===== config.mk =====
export PLATFORM = sky130hd
export DESIGN_NAME = aercel_top
export DESIGN_NICKNAME = d
export VERILOG_FILES = /design/src/design/aercel_pkg.sv /design/src/design/aercel_top.sv /design/src/design/aercel_sticky_flag.sv /design/src/design/aercel_first_err.sv
export SDC_FILE = /design/constraint.sdc
export NUM_CORES = 1
export LEC_CHECK = 0
export ABC_CLOCK_PERIOD_IN_PS = 2100
export BUFFER_PORTS_ARGS = -buffer_cell sky130_fd_sc_hd__buf_2
export CAP_MARGIN = 25
export CORE_MARGIN = 2
export CORE_UTILIZATION = 49
export CTS_CLUSTER_DIAMETER = 120
export CTS_CLUSTER_SIZE = 10
export DETAILED_ROUTE_END_ITERATION = 10
export PLACE_DENSITY = 0.84
export SETUP_SLACK_MARGIN = 0.5
export SLEW_MARGIN = 30
export SYNTH_ARGS = -nofsm -noshare
export SYNTH_HDL_FRONTEND = slang
export SYNTH_HIERARCHICAL = 1
export SYNTH_SLANG_ARGS = --single-unit

===== constraint.sdc =====
create_clock -name clk -period 2.1 [get_ports clk]
set_clock_uncertainty 0.05 [all_clocks]
set_input_delay 0.105 -clock clk [delete_from_list [all_inputs] [get_ports clk]]
set_output_delay 0.105 -clock clk [all_outputs]
set_load 0.005 [all_outputs]

===== src/design/aercel_pkg.sv =====
/*
  package for the correctable error log block: register offsets, field positions,
  reset values and the event encoding.
  assumes a 32-bit apb slave with word-aligned registers.
*/
package aercel_pkg;

  // ----------------------------------------------------------------------
  // register byte offsets
  // ----------------------------------------------------------------------
  localparam logic [11:0] CORR_STATUS_OFF = 12'h110;
  localparam logic [11:0] CORR_MASK_OFF   = 12'h114;
  localparam logic [11:0] REPORT_CTL_OFF  = 12'h118;
  localparam logic [11:0] HDR_LOG0_OFF    = 12'h11C;
  localparam logic [11:0] LOCK_OFF        = 12'h130;

  // ----------------------------------------------------------------------
  // status and mask field positions
  // ----------------------------------------------------------------------
  localparam int RECV_FAULT_BIT   = 0;
  localparam int CORRUPT_PKT_BIT  = 6;
  localparam int CORRUPT_LINK_BIT = 7;
  localparam int REPLAY_ROLL_BIT  = 8;
  localparam int REPLAY_TMO_BIT   = 12;
  localparam int ADVISORY_NF_BIT  = 13;

  // implemented status bits, all others reserved
  localparam logic [31:0] CORR_IMPL_MASK = 32'h0000_31C1;
  localparam logic [31:0] CORR_MASK_RST  = 32'h0000_2000;

  // ----------------------------------------------------------------------
  // control field positions and reset values
  // ----------------------------------------------------------------------
  localparam int FIRST_IDX_LSB      = 0;
  localparam int FIRST_IDX_W        = 5;
  localparam int GEN_CAPABLE_BIT    = 5;
  localparam int GEN_ENABLE_BIT     = 6;
  localparam int CHECK_CAPABLE_BIT  = 7;
  localparam int CHECK_ENABLE_BIT   = 8;
  localparam logic GEN_CAPABLE_RST   = 1'b1;
  localparam logic CHECK_CAPABLE_RST = 1'b1;
  localparam logic [31:0] HDR_LOG_RST = 32'h0000_0000;
  localparam int NUM_EVENTS = 6;

endpackage


===== src/design/aercel_top.sv =====
/*
  correctable error log register bank of a switch port, reached over apb.
  assumes event inputs are synchronous pulses from the link and physical
  layers; sys_rst is the fundamental reset, softRst a hot or link-down reset.
*/
`timescale 1ns/1ps
module aercel_top
  import aercel_pkg::*;
(
  input  wire logic                   clk,
  input  wire logic                   sys_rst,
  input  wire logic                   softRst,
  input  wire logic                   psel,
  input  wire logic                   penable,
  input  wire logic                   pwrite,
  input  wire logic [11:0]            paddr,
  input  wire logic [31:0]            pwdata,
  input  wire logic [3:0]             pstrb,
  output logic [31:0]                 prdata,
  output logic                        pready,
  output logic                        pslverr,
  input  wire logic                   receiverFault,
  input  wire logic                   corruptPacket,
  input  wire logic                   corruptLinkPacket,
  input  wire logic                   replayRollover,
  input  wire logic                   replayTimeout,
  input  wire logic                   advisoryNonfatal,
  input  wire logic                   uncorrStrobe,
  input  wire logic [FIRST_IDX_W-1:0] uncorrIndex,
  input  wire logic [31:0]            uncorrHeader,
  input  wire logic                   uncorrRearm,
  output logic                        corrReport,
  output logic                        crcGenerate,
  output logic                        crcCheck
);

  // ----------------------------------------------------------------------
  // bus decode
  // ----------------------------------------------------------------------
  logic        wrEn;
  logic        rdEn;
  logic        hitStatus;
  logic        hitMask;
  logic        hitCtl;
  logic        hitLog;
  logic        hitLock;
  logic        mapped;
  logic [31:0] wdataMasked;
  logic [31:0] strbMask;

  // strobe-gated write data and address hits
  always_comb begin
    strbMask    = {{8{pstrb[3]}}, {8{pstrb[2]}}, {8{pstrb[1]}}, {8{pstrb[0]}}};
    wdataMasked = strbMask & pwdata;
    hitStatus   = (paddr == CORR_STATUS_OFF);
    hitMask     = (paddr == CORR_MASK_OFF);
    hitCtl      = (paddr == REPORT_CTL_OFF);
    hitLog      = (paddr == HDR_LOG0_OFF);
    hitLock     = (paddr == LOCK_OFF);
    mapped      = hitStatus | hitMask | hitCtl | hitLog | hitLock;
    wrEn        = psel & penable & pwrite;
    rdEn        = psel & ~penable & ~pwrite;   // read setup phase
  end

  // zero-wait slave; unmapped accesses get pslverr
  assign pready  = 1'b1;
  assign pslverr = psel & penable & ~mapped;

  // ----------------------------------------------------------------------
  // correctable status flags
  // ----------------------------------------------------------------------
  logic [NUM_EVENTS-1:0] evtVec;
  logic [NUM_EVENTS-1:0] clrVec;
  logic [NUM_EVENTS-1:0] flagVec;
  logic [31:0]           statusWord;

  localparam int EVT_POS [NUM_EVENTS] = '{RECV_FAULT_BIT, CORRUPT_PKT_BIT,
    CORRUPT_LINK_BIT, REPLAY_ROLL_BIT, REPLAY_TMO_BIT, ADVISORY_NF_BIT};

  // event inputs in status-bit order
  assign evtVec = {advisoryNonfatal,
                   replayTimeout,
                   replayRollover,
                   corruptLinkPacket,
                   corruptPacket,
                   receiverFault};

  // one sticky flag per event, cleared by a written one
  for (genvar i = 0; i < NUM_EVENTS; i++) begin : g_flag
    assign clrVec[i] = wrEn & hitStatus & wdataMasked[EVT_POS[i]];
    aercel_sticky_flag u_flag (
      .clk      (clk),
      .powerRst (sys_rst),
      .eventIn  (evtVec[i]),
      .clearIn  (clrVec[i]),
      .flagQ    (flagVec[i])
    );
  end

  // assemble the status word; reserved bits read zero
  always_comb begin
    statusWord = 32'h0000_0000;
    for (int k = 0; k < NUM_EVENTS; k++) begin
      statusWord[EVT_POS[k]] = flagVec[k];
    end
  end

  // ----------------------------------------------------------------------
  // mask, control and lock registers
  // ----------------------------------------------------------------------
  logic [31:0] maskQ;
  logic [31:0] maskD;
  logic        genCapQ;
  logic        genCapD;
  logic        chkCapQ;
  logic        chkCapD;
  logic        genEnQ;
  logic        genEnD;
  logic        chkEnQ;
  logic        chkEnD;
  logic        lockQ;
  logic        lockD;

  // software writes; capability bits only while unlocked
  always_comb begin
    maskD   = maskQ;
    genCapD = genCapQ;
    chkCapD = chkCapQ;
    genEnD  = genEnQ;
    chkEnD  = chkEnQ;
    lockD   = lockQ;
    if (wrEn && hitMask) begin
      maskD = ((maskQ & ~strbMask) | wdataMasked) & CORR_IMPL_MASK;
    end
    if (wrEn && hitCtl && pstrb[0]) begin
      genEnD = pwdata[GEN_ENABLE_BIT];
      if (!lockQ) begin
        genCapD = pwdata[GEN_CAPABLE_BIT];
        chkCapD = pwdata[CHECK_CAPABLE_BIT];
      end
    end
    if (wrEn && hitCtl && pstrb[1]) begin
      chkEnD = pwdata[CHECK_ENABLE_BIT];
    end
    if (wrEn && hitLock && pstrb[0]) begin
      lockD = pwdata[0];
    end
  end

  // sticky fields on power-on reset only
  always_ff @(posedge clk) begin
    if (sys_rst) begin
      maskQ  <= CORR_MASK_RST;
      genEnQ <= 1'b0;
      chkEnQ <= 1'b0;
    end else begin
      maskQ  <= maskD;
      genEnQ <= genEnD;
      chkEnQ <= chkEnD;
    end
  end

  // non-sticky fields also return on hot or link-down reset
  always_ff @(posedge clk) begin
    if (sys_rst || softRst) begin
      genCapQ <= GEN_CAPABLE_RST;
      chkCapQ <= CHECK_CAPABLE_RST;
      lockQ   <= 1'b0;
    end else begin
      genCapQ <= genCapD;
      chkCapQ <= chkCapD;
      lockQ   <= lockD;
    end
  end

  // ----------------------------------------------------------------------
  // first error capture
  // ----------------------------------------------------------------------
  logic [FIRST_IDX_W-1:0] firstIdx;
  logic [31:0]            hdrLog;

  aercel_first_err u_first (
    .clk       (clk),
    .powerRst  (sys_rst),
    .errStrobe (uncorrStrobe),
    .errIndex  (uncorrIndex),
    .errHeader (uncorrHeader),
    .rearm     (uncorrRearm),
    .firstIdxQ (firstIdx),
    .hdrLogQ   (hdrLog)
  );

  // ----------------------------------------------------------------------
  // outputs: report pulse, crc enables, read data
  // ----------------------------------------------------------------------
  logic        reportD;
  logic        reportQ;
  logic [31:0] ctlWord;
  logic [31:0] rdataD;
  logic [31:0] prdataD;
  logic [31:0] prdataQ;
  logic [31:0] unmaskedEvt;

  // unmasked event of any kind requests a report next cycle
  always_comb begin
    unmaskedEvt = 32'h0000_0000;
    for (int k = 0; k < NUM_EVENTS; k++) begin
      unmaskedEvt[EVT_POS[k]] = evtVec[k];
    end
    reportD = |(unmaskedEvt & ~maskQ);
    ctlWord = 32'h0000_0000;
    ctlWord[FIRST_IDX_LSB +: FIRST_IDX_W] = firstIdx;
    ctlWord[GEN_CAPABLE_BIT]   = genCapQ;
    ctlWord[GEN_ENABLE_BIT]    = genEnQ;
    ctlWord[CHECK_CAPABLE_BIT] = chkCapQ;
    ctlWord[CHECK_ENABLE_BIT]  = chkEnQ;
    rdataD = 32'h0000_0000;
    if (hitStatus) rdataD = statusWord;
    else if (hitMask) rdataD = maskQ;
    else if (hitCtl) rdataD = ctlWord;
    else if (hitLog) rdataD = hdrLog;
    else if (hitLock) rdataD = {31'h0, lockQ};
    prdataD = 32'h0000_0000;
    if (rdEn) begin
      prdataD = rdataD;
    end
  end

  // report pulse and read data registers
  always_ff @(posedge clk) begin
    if (sys_rst || softRst) begin
      reportQ <= 1'b0;
      prdataQ <= 32'h0000_0000;
    end else begin
      reportQ <= reportD;
      prdataQ <= prdataD;
    end
  end

  assign corrReport  = reportQ;
  assign crcGenerate = genEnQ & genCapQ;
  assign crcCheck    = chkEnQ & chkCapQ;

  // read data caught at the setup edge, shown through the access phase
  assign prdata = prdataQ;

  // ----------------------------------------------------------------------
  // checks
  // ----------------------------------------------------------------------
  property p_recv_set;
    @(posedge clk) disable iff (sys_rst) receiverFault |=> flagVec[0];
  endproperty
  a_recv_set: assert property (p_recv_set) else $error("receiver flag not set");

  property p_pkt_set;
    @(posedge clk) disable iff (sys_rst) corruptPacket |=> statusWord[CORRUPT_PKT_BIT];
  endproperty
  a_pkt_set: assert property (p_pkt_set) else $error("packet flag not set");

  property p_link_set;
    @(posedge clk) disable iff (sys_rst) corruptLinkPacket |=> statusWord[CORRUPT_LINK_BIT];
  endproperty
  a_link_set: assert property (p_link_set) else $error("link flag not set");

  property p_roll_set;
    @(posedge clk) disable iff (sys_rst) replayRollover |=> statusWord[REPLAY_ROLL_BIT];
  endproperty
  a_roll_set: assert property (p_roll_set) else $error("rollover flag not set");

  property p_tmo_set;
    @(posedge clk) disable iff (sys_rst) replayTimeout |=> statusWord[REPLAY_TMO_BIT];
  endproperty
  a_tmo_set: assert property (p_tmo_set) else $error("timeout flag not set");

  property p_adv_set;
    @(posedge clk) disable iff (sys_rst) advisoryNonfatal |=> statusWord[ADVISORY_NF_BIT];
  endproperty
  a_adv_set: assert property (p_adv_set) else $error("advisory flag not set");

  property p_masked_quiet;
    @(posedge clk) disable iff (sys_rst || softRst)
      (maskQ == CORR_IMPL_MASK) |=> !corrReport;
  endproperty
  a_masked_quiet: assert property (p_masked_quiet) else $error("masked report");

  property p_mask_rst;
    @(posedge clk) $fell(sys_rst) |-> maskQ == CORR_MASK_RST;
  endproperty
  a_mask_rst: assert property (p_mask_rst) else $error("mask reset wrong");

  property p_sticky_hold;
    @(posedge clk) disable iff (sys_rst)
      (softRst && !(|evtVec) && !(wrEn && hitStatus)) |=> $stable(statusWord);
  endproperty
  a_sticky_hold: assert property (p_sticky_hold) else $error("sticky lost");

  property p_zero_clear;
    @(posedge clk) disable iff (sys_rst)
      (wrEn && hitStatus && pwdata == 32'h0000_0000 && pstrb == 4'hF) |=>
        ((statusWord & $past(statusWord)) == $past(statusWord));
  endproperty
  a_zero_clear: assert property (p_zero_clear) else $error("zero write cleared");

endmodule


===== src/design/aercel_sticky_flag.sv =====
/*
  one sticky write-one-to-clear status flag.
  assumes the event input is a one-cycle or level pulse in the clk domain.
*/
`timescale 1ns/1ps
module aercel_sticky_flag (
  input  wire logic clk,
  input  wire logic powerRst,
  input  wire logic eventIn,
  input  wire logic clearIn,
  output logic      flagQ
);

  logic flagD;

  // set wins over a clear in the same cycle
  always_comb begin
    flagD = flagQ;
    if (clearIn) begin
      flagD = 1'b0;
    end
    if (eventIn) begin
      flagD = 1'b1;
    end
  end

  // only power-on reset returns the flag to zero
  always_ff @(posedge clk) begin
    if (powerRst) begin
      flagQ <= 1'b0;
    end else begin
      flagQ <= flagD;
    end
  end

endmodule


===== src/design/aercel_first_err.sv =====
/*
  first uncorrectable error capture: pointer and first header word.
  assumes the uncorrectable logic presents index and header with a strobe,
  and re-arms capture with a one-cycle rearm pulse once its status clears.
*/
`timescale 1ns/1ps
module aercel_first_err
  import aercel_pkg::*;
(
  input  wire logic                   clk,
  input  wire logic                   powerRst,
  input  wire logic                   errStrobe,
  input  wire logic [FIRST_IDX_W-1:0] errIndex,
  input  wire logic [31:0]            errHeader,
  input  wire logic                   rearm,
  output logic [FIRST_IDX_W-1:0]      firstIdxQ,
  output logic [31:0]                 hdrLogQ
);

  logic                   heldQ;
  logic                   heldD;
  logic [FIRST_IDX_W-1:0] firstIdxD;
  logic [31:0]            hdrLogD;

  // capture only the first report until re-armed
  always_comb begin
    heldD     = heldQ;
    firstIdxD = firstIdxQ;
    hdrLogD   = hdrLogQ;
    if (rearm) begin
      heldD = 1'b0;
    end
    if (errStrobe && (!heldQ || rearm)) begin
      heldD     = 1'b1;
      firstIdxD = errIndex;
      hdrLogD   = errHeader;
    end
  end

  // sticky: power-on reset only
  always_ff @(posedge clk) begin
    if (powerRst) begin
      heldQ     <= 1'b0;
      firstIdxQ <= '0;
      hdrLogQ   <= HDR_LOG_RST;
    end else begin
      heldQ     <= heldD;
      firstIdxQ <= firstIdxD;
      hdrLogQ   <= hdrLogD;
    end
  end

endmodule


==> results of run 1 <==
[cell usage after synthesis (3+ instances only)]
master / number / share of area (%)
a21oi_1: 5 / 0.67
a21oi_2: 6 / 1.4
and2_1: 29 / 4.8
buf_12: 3 / 1.6
clkbuf_1: 12 / 1.2
dfxtp_1: 88 / 47
inv_1: 13 / 1.3
mux2i_1: 48 / 13
mux4_2: 4 / 2.4
nand2_1: 6 / 0.60
nand2b_1: 92 / 15
nand4_1: 4 / 0.67
nor2_1: 12 / 1.2
nor2b_1: 3 / 0.50
nor3_1: 3 / 0.40
o21ai_0: 4 / 0.53
[path summary, 6_finish.rpt]
path	slack, ns	to
hold reg to reg	0.41	prdata[19]$_SDFF_PP0_
setup / recovery	0.49	prdata[4]$_SDFF_PP0_
hold / removal	0.03	corrReport$_SDFF_PP0_
setup reg to reg	0.88	prdata[0]$_SDFF_PP0_
[power groups by stage]
stage / registers, mW / logic [mW] / clock network [mW]
after floorplan: 1.78 / 0.209 / 0
after global placement: 1.79 / 0.298 / 0
after detailed placement: 1.79 / 0.306 / 0
after CTS: 1.75 / 0.382 / 1.13
after global routing: 1.76 / 0.423 / 1.21
final: 1.75 / 0.389 / 1.11
[flip-flops by register name, indices dropped and copies added (netlist names), named ones only]
| signal | cells |
|---|---|
| lockQ | 1 |
| genCapQ | 1 |
| chkEnQ | 1 |
| genEnQ | 1 |
| chkCapQ | 1 |
| corrReport | 1 |
| u_first/firstIdxQ | 5 |
| prdata | 32 |
| u_first/heldQ | 1 |
| g_flag.u_flag/flagQ | 6 |
| u_first/hdrLogQ | 32 |
[repair_timing]
item,4_1_cts,5_1_grt
pin swaps,7,5
resized for setup,1,3
hold buffers,51,0
hold endpoints to repair,55,0
setup buffers,0,0
setup endpoints to repair,3,7
[through the flow]
step           utilization [%]  setup WS, ns  instance area (um^2)  instances
2_1_floorplan                -         0.305                  3760        368
3_3_place_gp              59.4         0.145                  4360        559
3_5_place_dp              59.4         0.115                  4360        559
4_1_cts                   69.0         0.500                  5060        626
5_1_grt                   69.2         0.464                  5070        626
6_report                  69.2         0.486                  5070        626
[layout make-up]
| class | instances | area, um^2 | share of cell area [%] |
|---|---|---|---|
| Timing Repair Buffer | 163 | 1120 | 22.1 |
| Inverter | 13 | 48.8 | 0.962 |
| Clock buffer | 9 | 124 | 2.44 |
| Multi-Input combinational cell | 247 | 1830 | 36.1 |
| Tap cell | 99 | 124 | 2.44 |
| Clock inverter | 7 | 62.6 | 1.23 |
| Sequential cell | 88 | 1760 | 34.7 |
[kinds of logic (layout without fill, tap and decap cells)]
logic type | after synthesis | count (layout) | synth area share [%]
buf+inv | 33 | 192 | 4.99
compound gates | 26 | 26 | 4.96
flops | 88 | 88 | 46.9
simple gates | 166 | 166 | 27.3
other cells | 1 | 1 | 0.0998
mux | 54 | 54 | 15.8
[layout by cell type, fill, tap and decap left out, types with 3 or more instances in the layout]
| cell type | count |
|---|---|
| a21oi_1 | 5 |
| buf_4 | 3 |
| dfxtp_1 | 88 |
| clkbuf_8 | 9 |
| a21oi_2 | 6 |
| inv_1 | 13 |
| nor2b_1 | 3 |
| nor2_1 | 10 |
| nand2_1 | 6 |
| nand4_1 | 4 |
| or4b_4 | 3 |
| mux2i_1 | 48 |
| dlygate4sd3_1 | 51 |
| mux4_2 | 4 |
| nand2b_1 | 92 |
| and2_1 | 29 |
| o21ai_0 | 4 |
| inv_6 | 4 |
| buf_2 | 105 |
[worst max-delay path, cell delays in order]
cell and delay, ns:
buf_6 0.09, or4b_4 0.55, or3_4 0.42, or4b_4 0.58, nor2_1 0.11
[per-layer routing]
metal,part of all wire (%),up-vias,routed length (um)
met5,0,-,0
met4,2.3,0,210
met3,4.6,20,411
met2,51,104,4600
met1,42,1420,3780
li1,-,1530,-
==> results.ini, run 1 <==
[status]
status = completed

[routing]
drc = 0
vias_per_cell = 4.91
postRouteAntennaNets = 0
drt-pass1-iter-count = 4
vias = 3074
routedWlPerCell_um = 14.4
routed_wl_mm = 9.00
drt-initial-drc-count = 86

[sta]
tns_ns = 0
fin_hold_ws_ns = 0.0322
fin_crit_ns = 1.61
setup_viol = 0
timing.fmax_mhz = 619
maxSlewViolCount = 0
slew_headroom_pct = 51.2
fin_crit_sh_pct = 76.9
worstMarginPinSlew_ns = 0.732
finalHoldViolations = 0
rsz0062_at_grt = yes

[power_and_ir_drop]
finalPower_mw = 3.25
leakage_nw = 2.27
switching_share_pct = 25.9
switchingPower_uw = 842
p_seq_share_pct = 54.0
power_frac_clock_pct = 34.1
p_per_area_nw_per_um2 = 641
intPower_mw = 2.41
ir_drop_v = 0.000379
combPwrFrac_pct = 12.0

[worst_hold_path]
worstHoldStart = softRst
holdPathStages = 3
min_path_type = input port to flip-flop

[synthesis]
synth-edff-count = 0
synth_cell_type_count = 43
synthCells = 368
yosys_warnings = 6
synthFlopType = dfxtp_1
synth_nets = 467
syn_avg_cell_area_um2 = 10.2
ys_ff_latch = 88
netlist_area_um2 = 3760
yosysSeqAreaShare_pct = 46.9
synthArstFlopShare_pct = 0

[global_route]
gr-usage-met3_pct = 4.23
track_usage_pct = 21.8
grt-ovfl-total = 0
grt_max_degree = 96
grt_pass1_vias = 3189
use_met1_pct = 25.2
met2_usage_pct = 38.5
grt_pass1_wl_mm = 14.5
antenna_found_initial = 0
grt-busiest-layer = met2

[clocking]
clk_pin_slew_worst_paths_ns = 0.09
cts.sinks = 88
clock_path_buffers = 2
htree_num_levels = 3
cts_tree = done
clock_latency_ns = 0.35
cts_root_buf = clkbuf_8
cts-buffers-inserted = 9

[setup_path]
startpoint_type = input port
cp-end-kind = flip-flop
reg2reg_depth = 3
critPathArrivalTime_ns = 1.85
required_ns = 2.33
critPathLaunch = paddr[7]
worstSetupPathType = input port to flip-flop
cp_max_fo = 5

[finish]
fillers = 527
syn2layout_area_growth_pct = 35.0
drive_above_1_share_pct = 28.5
final_nets = 621
diodes = 0

[die]
die_h_um = 91.6
start_util_pct = 51.3
io_pins = 136
die_area_um2 = 8390
core_area_um2 = 7330
die_x_um = 91.6
rows = 31

[place]
numPortBuffers = 107
gp_congestion = 0.832
hpwl_mm = 5.67

[job]
drv_cap = 0

Power figures use the tool's default switching activity.
==> run 2, diff against run 1 <==
ABC_CLOCK_PERIOD_IN_PS = 1700   (was 2100)
clock period = 1.7 ns   (was 2.1 ns; I/O delays follow)
==> run 2 against run 1 <==
Register-to-register slack lost 0.35 ns. Flip-flop and latch count is the same. Critical path depth grew 3. Critical path type unchanged. Critical endpoint is now prdata[11]$_SDFF_PP0_.
==> results.ini, run 2 (synthesis results as in run 1) <==
[status]
status = completed

[routing]
vias_per_cell = 5.01  ; +2.1%
postRouteAntennaNets = 0  ; unchanged
routedWlPerCell_um = 15.2  ; +5.4%
routed_wl_mm = 9.67  ; +7.4%
drt-pass1-iter-count = 4  ; unchanged
drc = 0  ; unchanged
drt-initial-drc-count = 113  ; +31%
vias = 3198  ; +4.0%

[global_route]
antenna_found_initial = 0  ; unchanged
grt_pass1_wl_mm = 14.9  ; +3.0%
track_usage_pct = 22.6  ; +0.77 points
grt_pass1_vias = 3250  ; +1.9%
grt_max_degree = 96  ; unchanged
grt-ovfl-total = 0  ; unchanged

[die]
die_area_um2 = 8390  ; unchanged
rows = 31  ; unchanged
die_x_um = 91.6  ; unchanged
die_h_um = 91.6  ; unchanged
start_util_pct = 51.3  ; unchanged
io_pins = 136  ; unchanged
core_area_um2 = 7330  ; unchanged

[sta]
maxSlewViolCount = 0  ; unchanged
finalHoldViolations = 0  ; unchanged
slew_headroom_pct = 50.7  ; -0.48 points
setup_viol = 0  ; unchanged
timing.fmax_mhz = 636
rsz0062_at_grt = yes
worstMarginPinSlew_ns = 0.739  ; +0.00721 ns
fin_crit_sh_pct = 92.6
fin_crit_ns = 1.57

[place]
hpwl_mm = 5.77  ; +1.8%
dp.cells = 562  ; +0.54%
numPortBuffers = 107  ; unchanged
gp_congestion = 0.895  ; +7.6%
dpl_cell_area_um2 = 4370  ; +0.23%

[setup_path]
startpoint_type = input port
cp-end-kind = flip-flop
required_ns = 1.95  ; -0.38 ns
worstSetupPathType = input port to flip-flop
critPathArrivalTime_ns = 1.82  ; -0.03 ns
cp_max_fo = 5  ; unchanged

[finish]
final-seq-area_um2 = 1760  ; about the same
layout_commonest_cell = buf_2
syn2layout_area_growth_pct = 41.8
mostFrequentLayoutCells = 105 x buf_2, 92 x nand2b_1, 87 x dfxtp_1
multi_input_area_um2 = 1890  ; +3.3%
fin_area_um2 = 5330  ; +5.1%
diodes = 0  ; unchanged
drive_above_1_share_pct = 32.5  ; +4.0 points
final_nets = 633  ; +1.9%
fillers = 487  ; -7.6%
final_cells = 638  ; +1.9%

[clocking]
clock_latency_ns = 0.35  ; about the same
cts_tree = done
cts-buffers-inserted = 9  ; unchanged
htree_num_levels = 3  ; unchanged
clock_path_buffers = 2  ; unchanged
cts_root_buf = clkbuf_8
cts.sinks = 88  ; unchanged
clk_pin_slew_worst_paths_ns = 0.09  ; about the same

[job]
drv_cap = 0  ; unchanged

[power_and_ir_drop]
p_per_area_nw_per_um2 = 835  ; +30%
finalPower_mw = 4.45  ; +37%
leakage_nw = 2.41  ; +6.1%
ir_drop_v = 0.000368  ; -2.9%

[worst_hold_path]
min_path_type = input port to flip-flop

==> run 2: changes by cell type in the layout (fill, tap and decap cells not counted), moves of 3 or more <==
cell,delta
inv_6,-4
bufinv_16,+3
and2_4,+9
and2_1,-9
buf_6,+6
buf_4,+4
==> run 2: what timing repair did <==
item | CTS | global route
gates resized for setup | 15 | 17
cloned | 3 | 1
buffers inserted | 3 | 1
hold buffers | 52 | 0
hold endpoints to repair | 56 | 0
setup endpoints to repair | 50 | 59
pin swaps | 9 | 14
==> run 2: cell type report <==
class / count / area share [%]
tap: 99 / 2.32
clock buffer: 11 / 2.84
timing repair buffer: 175 / 23.4
multi-input combinational: 247 / 35.5
clock inverter: 5 / 1.92
inverter: 13 / 0.915
sequential: 88 / 33.1
==> run 2: layer usage <==
layer  share of wire [%]  track usage [%]  wire length, um  up-vias
li1                    -                -                -     1555
met1                  42             26.2             4080     1507
met2                  50             40.1             4860      116
met3                 5.0             3.82              487       20
met4                 2.4             10.7              235        0
met5                   0                0                0        -
==> run 2: worst paths after layout <==
check,to,cells after the start,slack (ns),start
min reg2reg,prdata[25]$_SDFF_PP0_,1,0.41,u_first/hdrLogQ[25]$_SDFFE_PP0P_
min,lockQ$_SDFFE_PP0P_,3,0.04,paddr[5]
max,prdata[11]$_SDFF_PP0_,8,0.13,paddr[11]
max reg2reg,prdata[0]$_SDFF_PP0_,3,0.53,flip-flop
==> run 2: power breakdown <==
group / internal (mW) / total (mW) / switching, mW
Sequential: 2.13 / 2.17 / 0.0393
Combinational: 0.292 / 0.504 / 0.212
Clock: 1.05 / 1.78 / 0.721
Total: 3.48 / 4.45 / 0.972
==> run 2: critical path, stage by stage <==
cell and delay (ns):
buf_6 0.09, or4b_4 0.54, or3_4 0.41, buf_6 0.14, nor3_4 0.16, buf_6 0.15
buf_6 0.11, and2_4 0.13
==> run 2: stage by stage <==
stage | setup TNS [ns] | utilization, % | setup slack (ns) | hold WS [ns]
4_1_cts | 0 | 71.4 | 0.137 | 0.0185
5_1_grt | 0 | 72.7 | 0.0721 | 0.0363
2_1_floorplan | -0.424 | - | -0.0742 | 0.0974
3_5_place_dp | -9.27 | 59.6 | -0.290 | 0.288
6_report | 0 | 72.7 | 0.127 | 0.0416
3_3_place_gp | -7.92 | 59.6 | -0.224 | 0.256
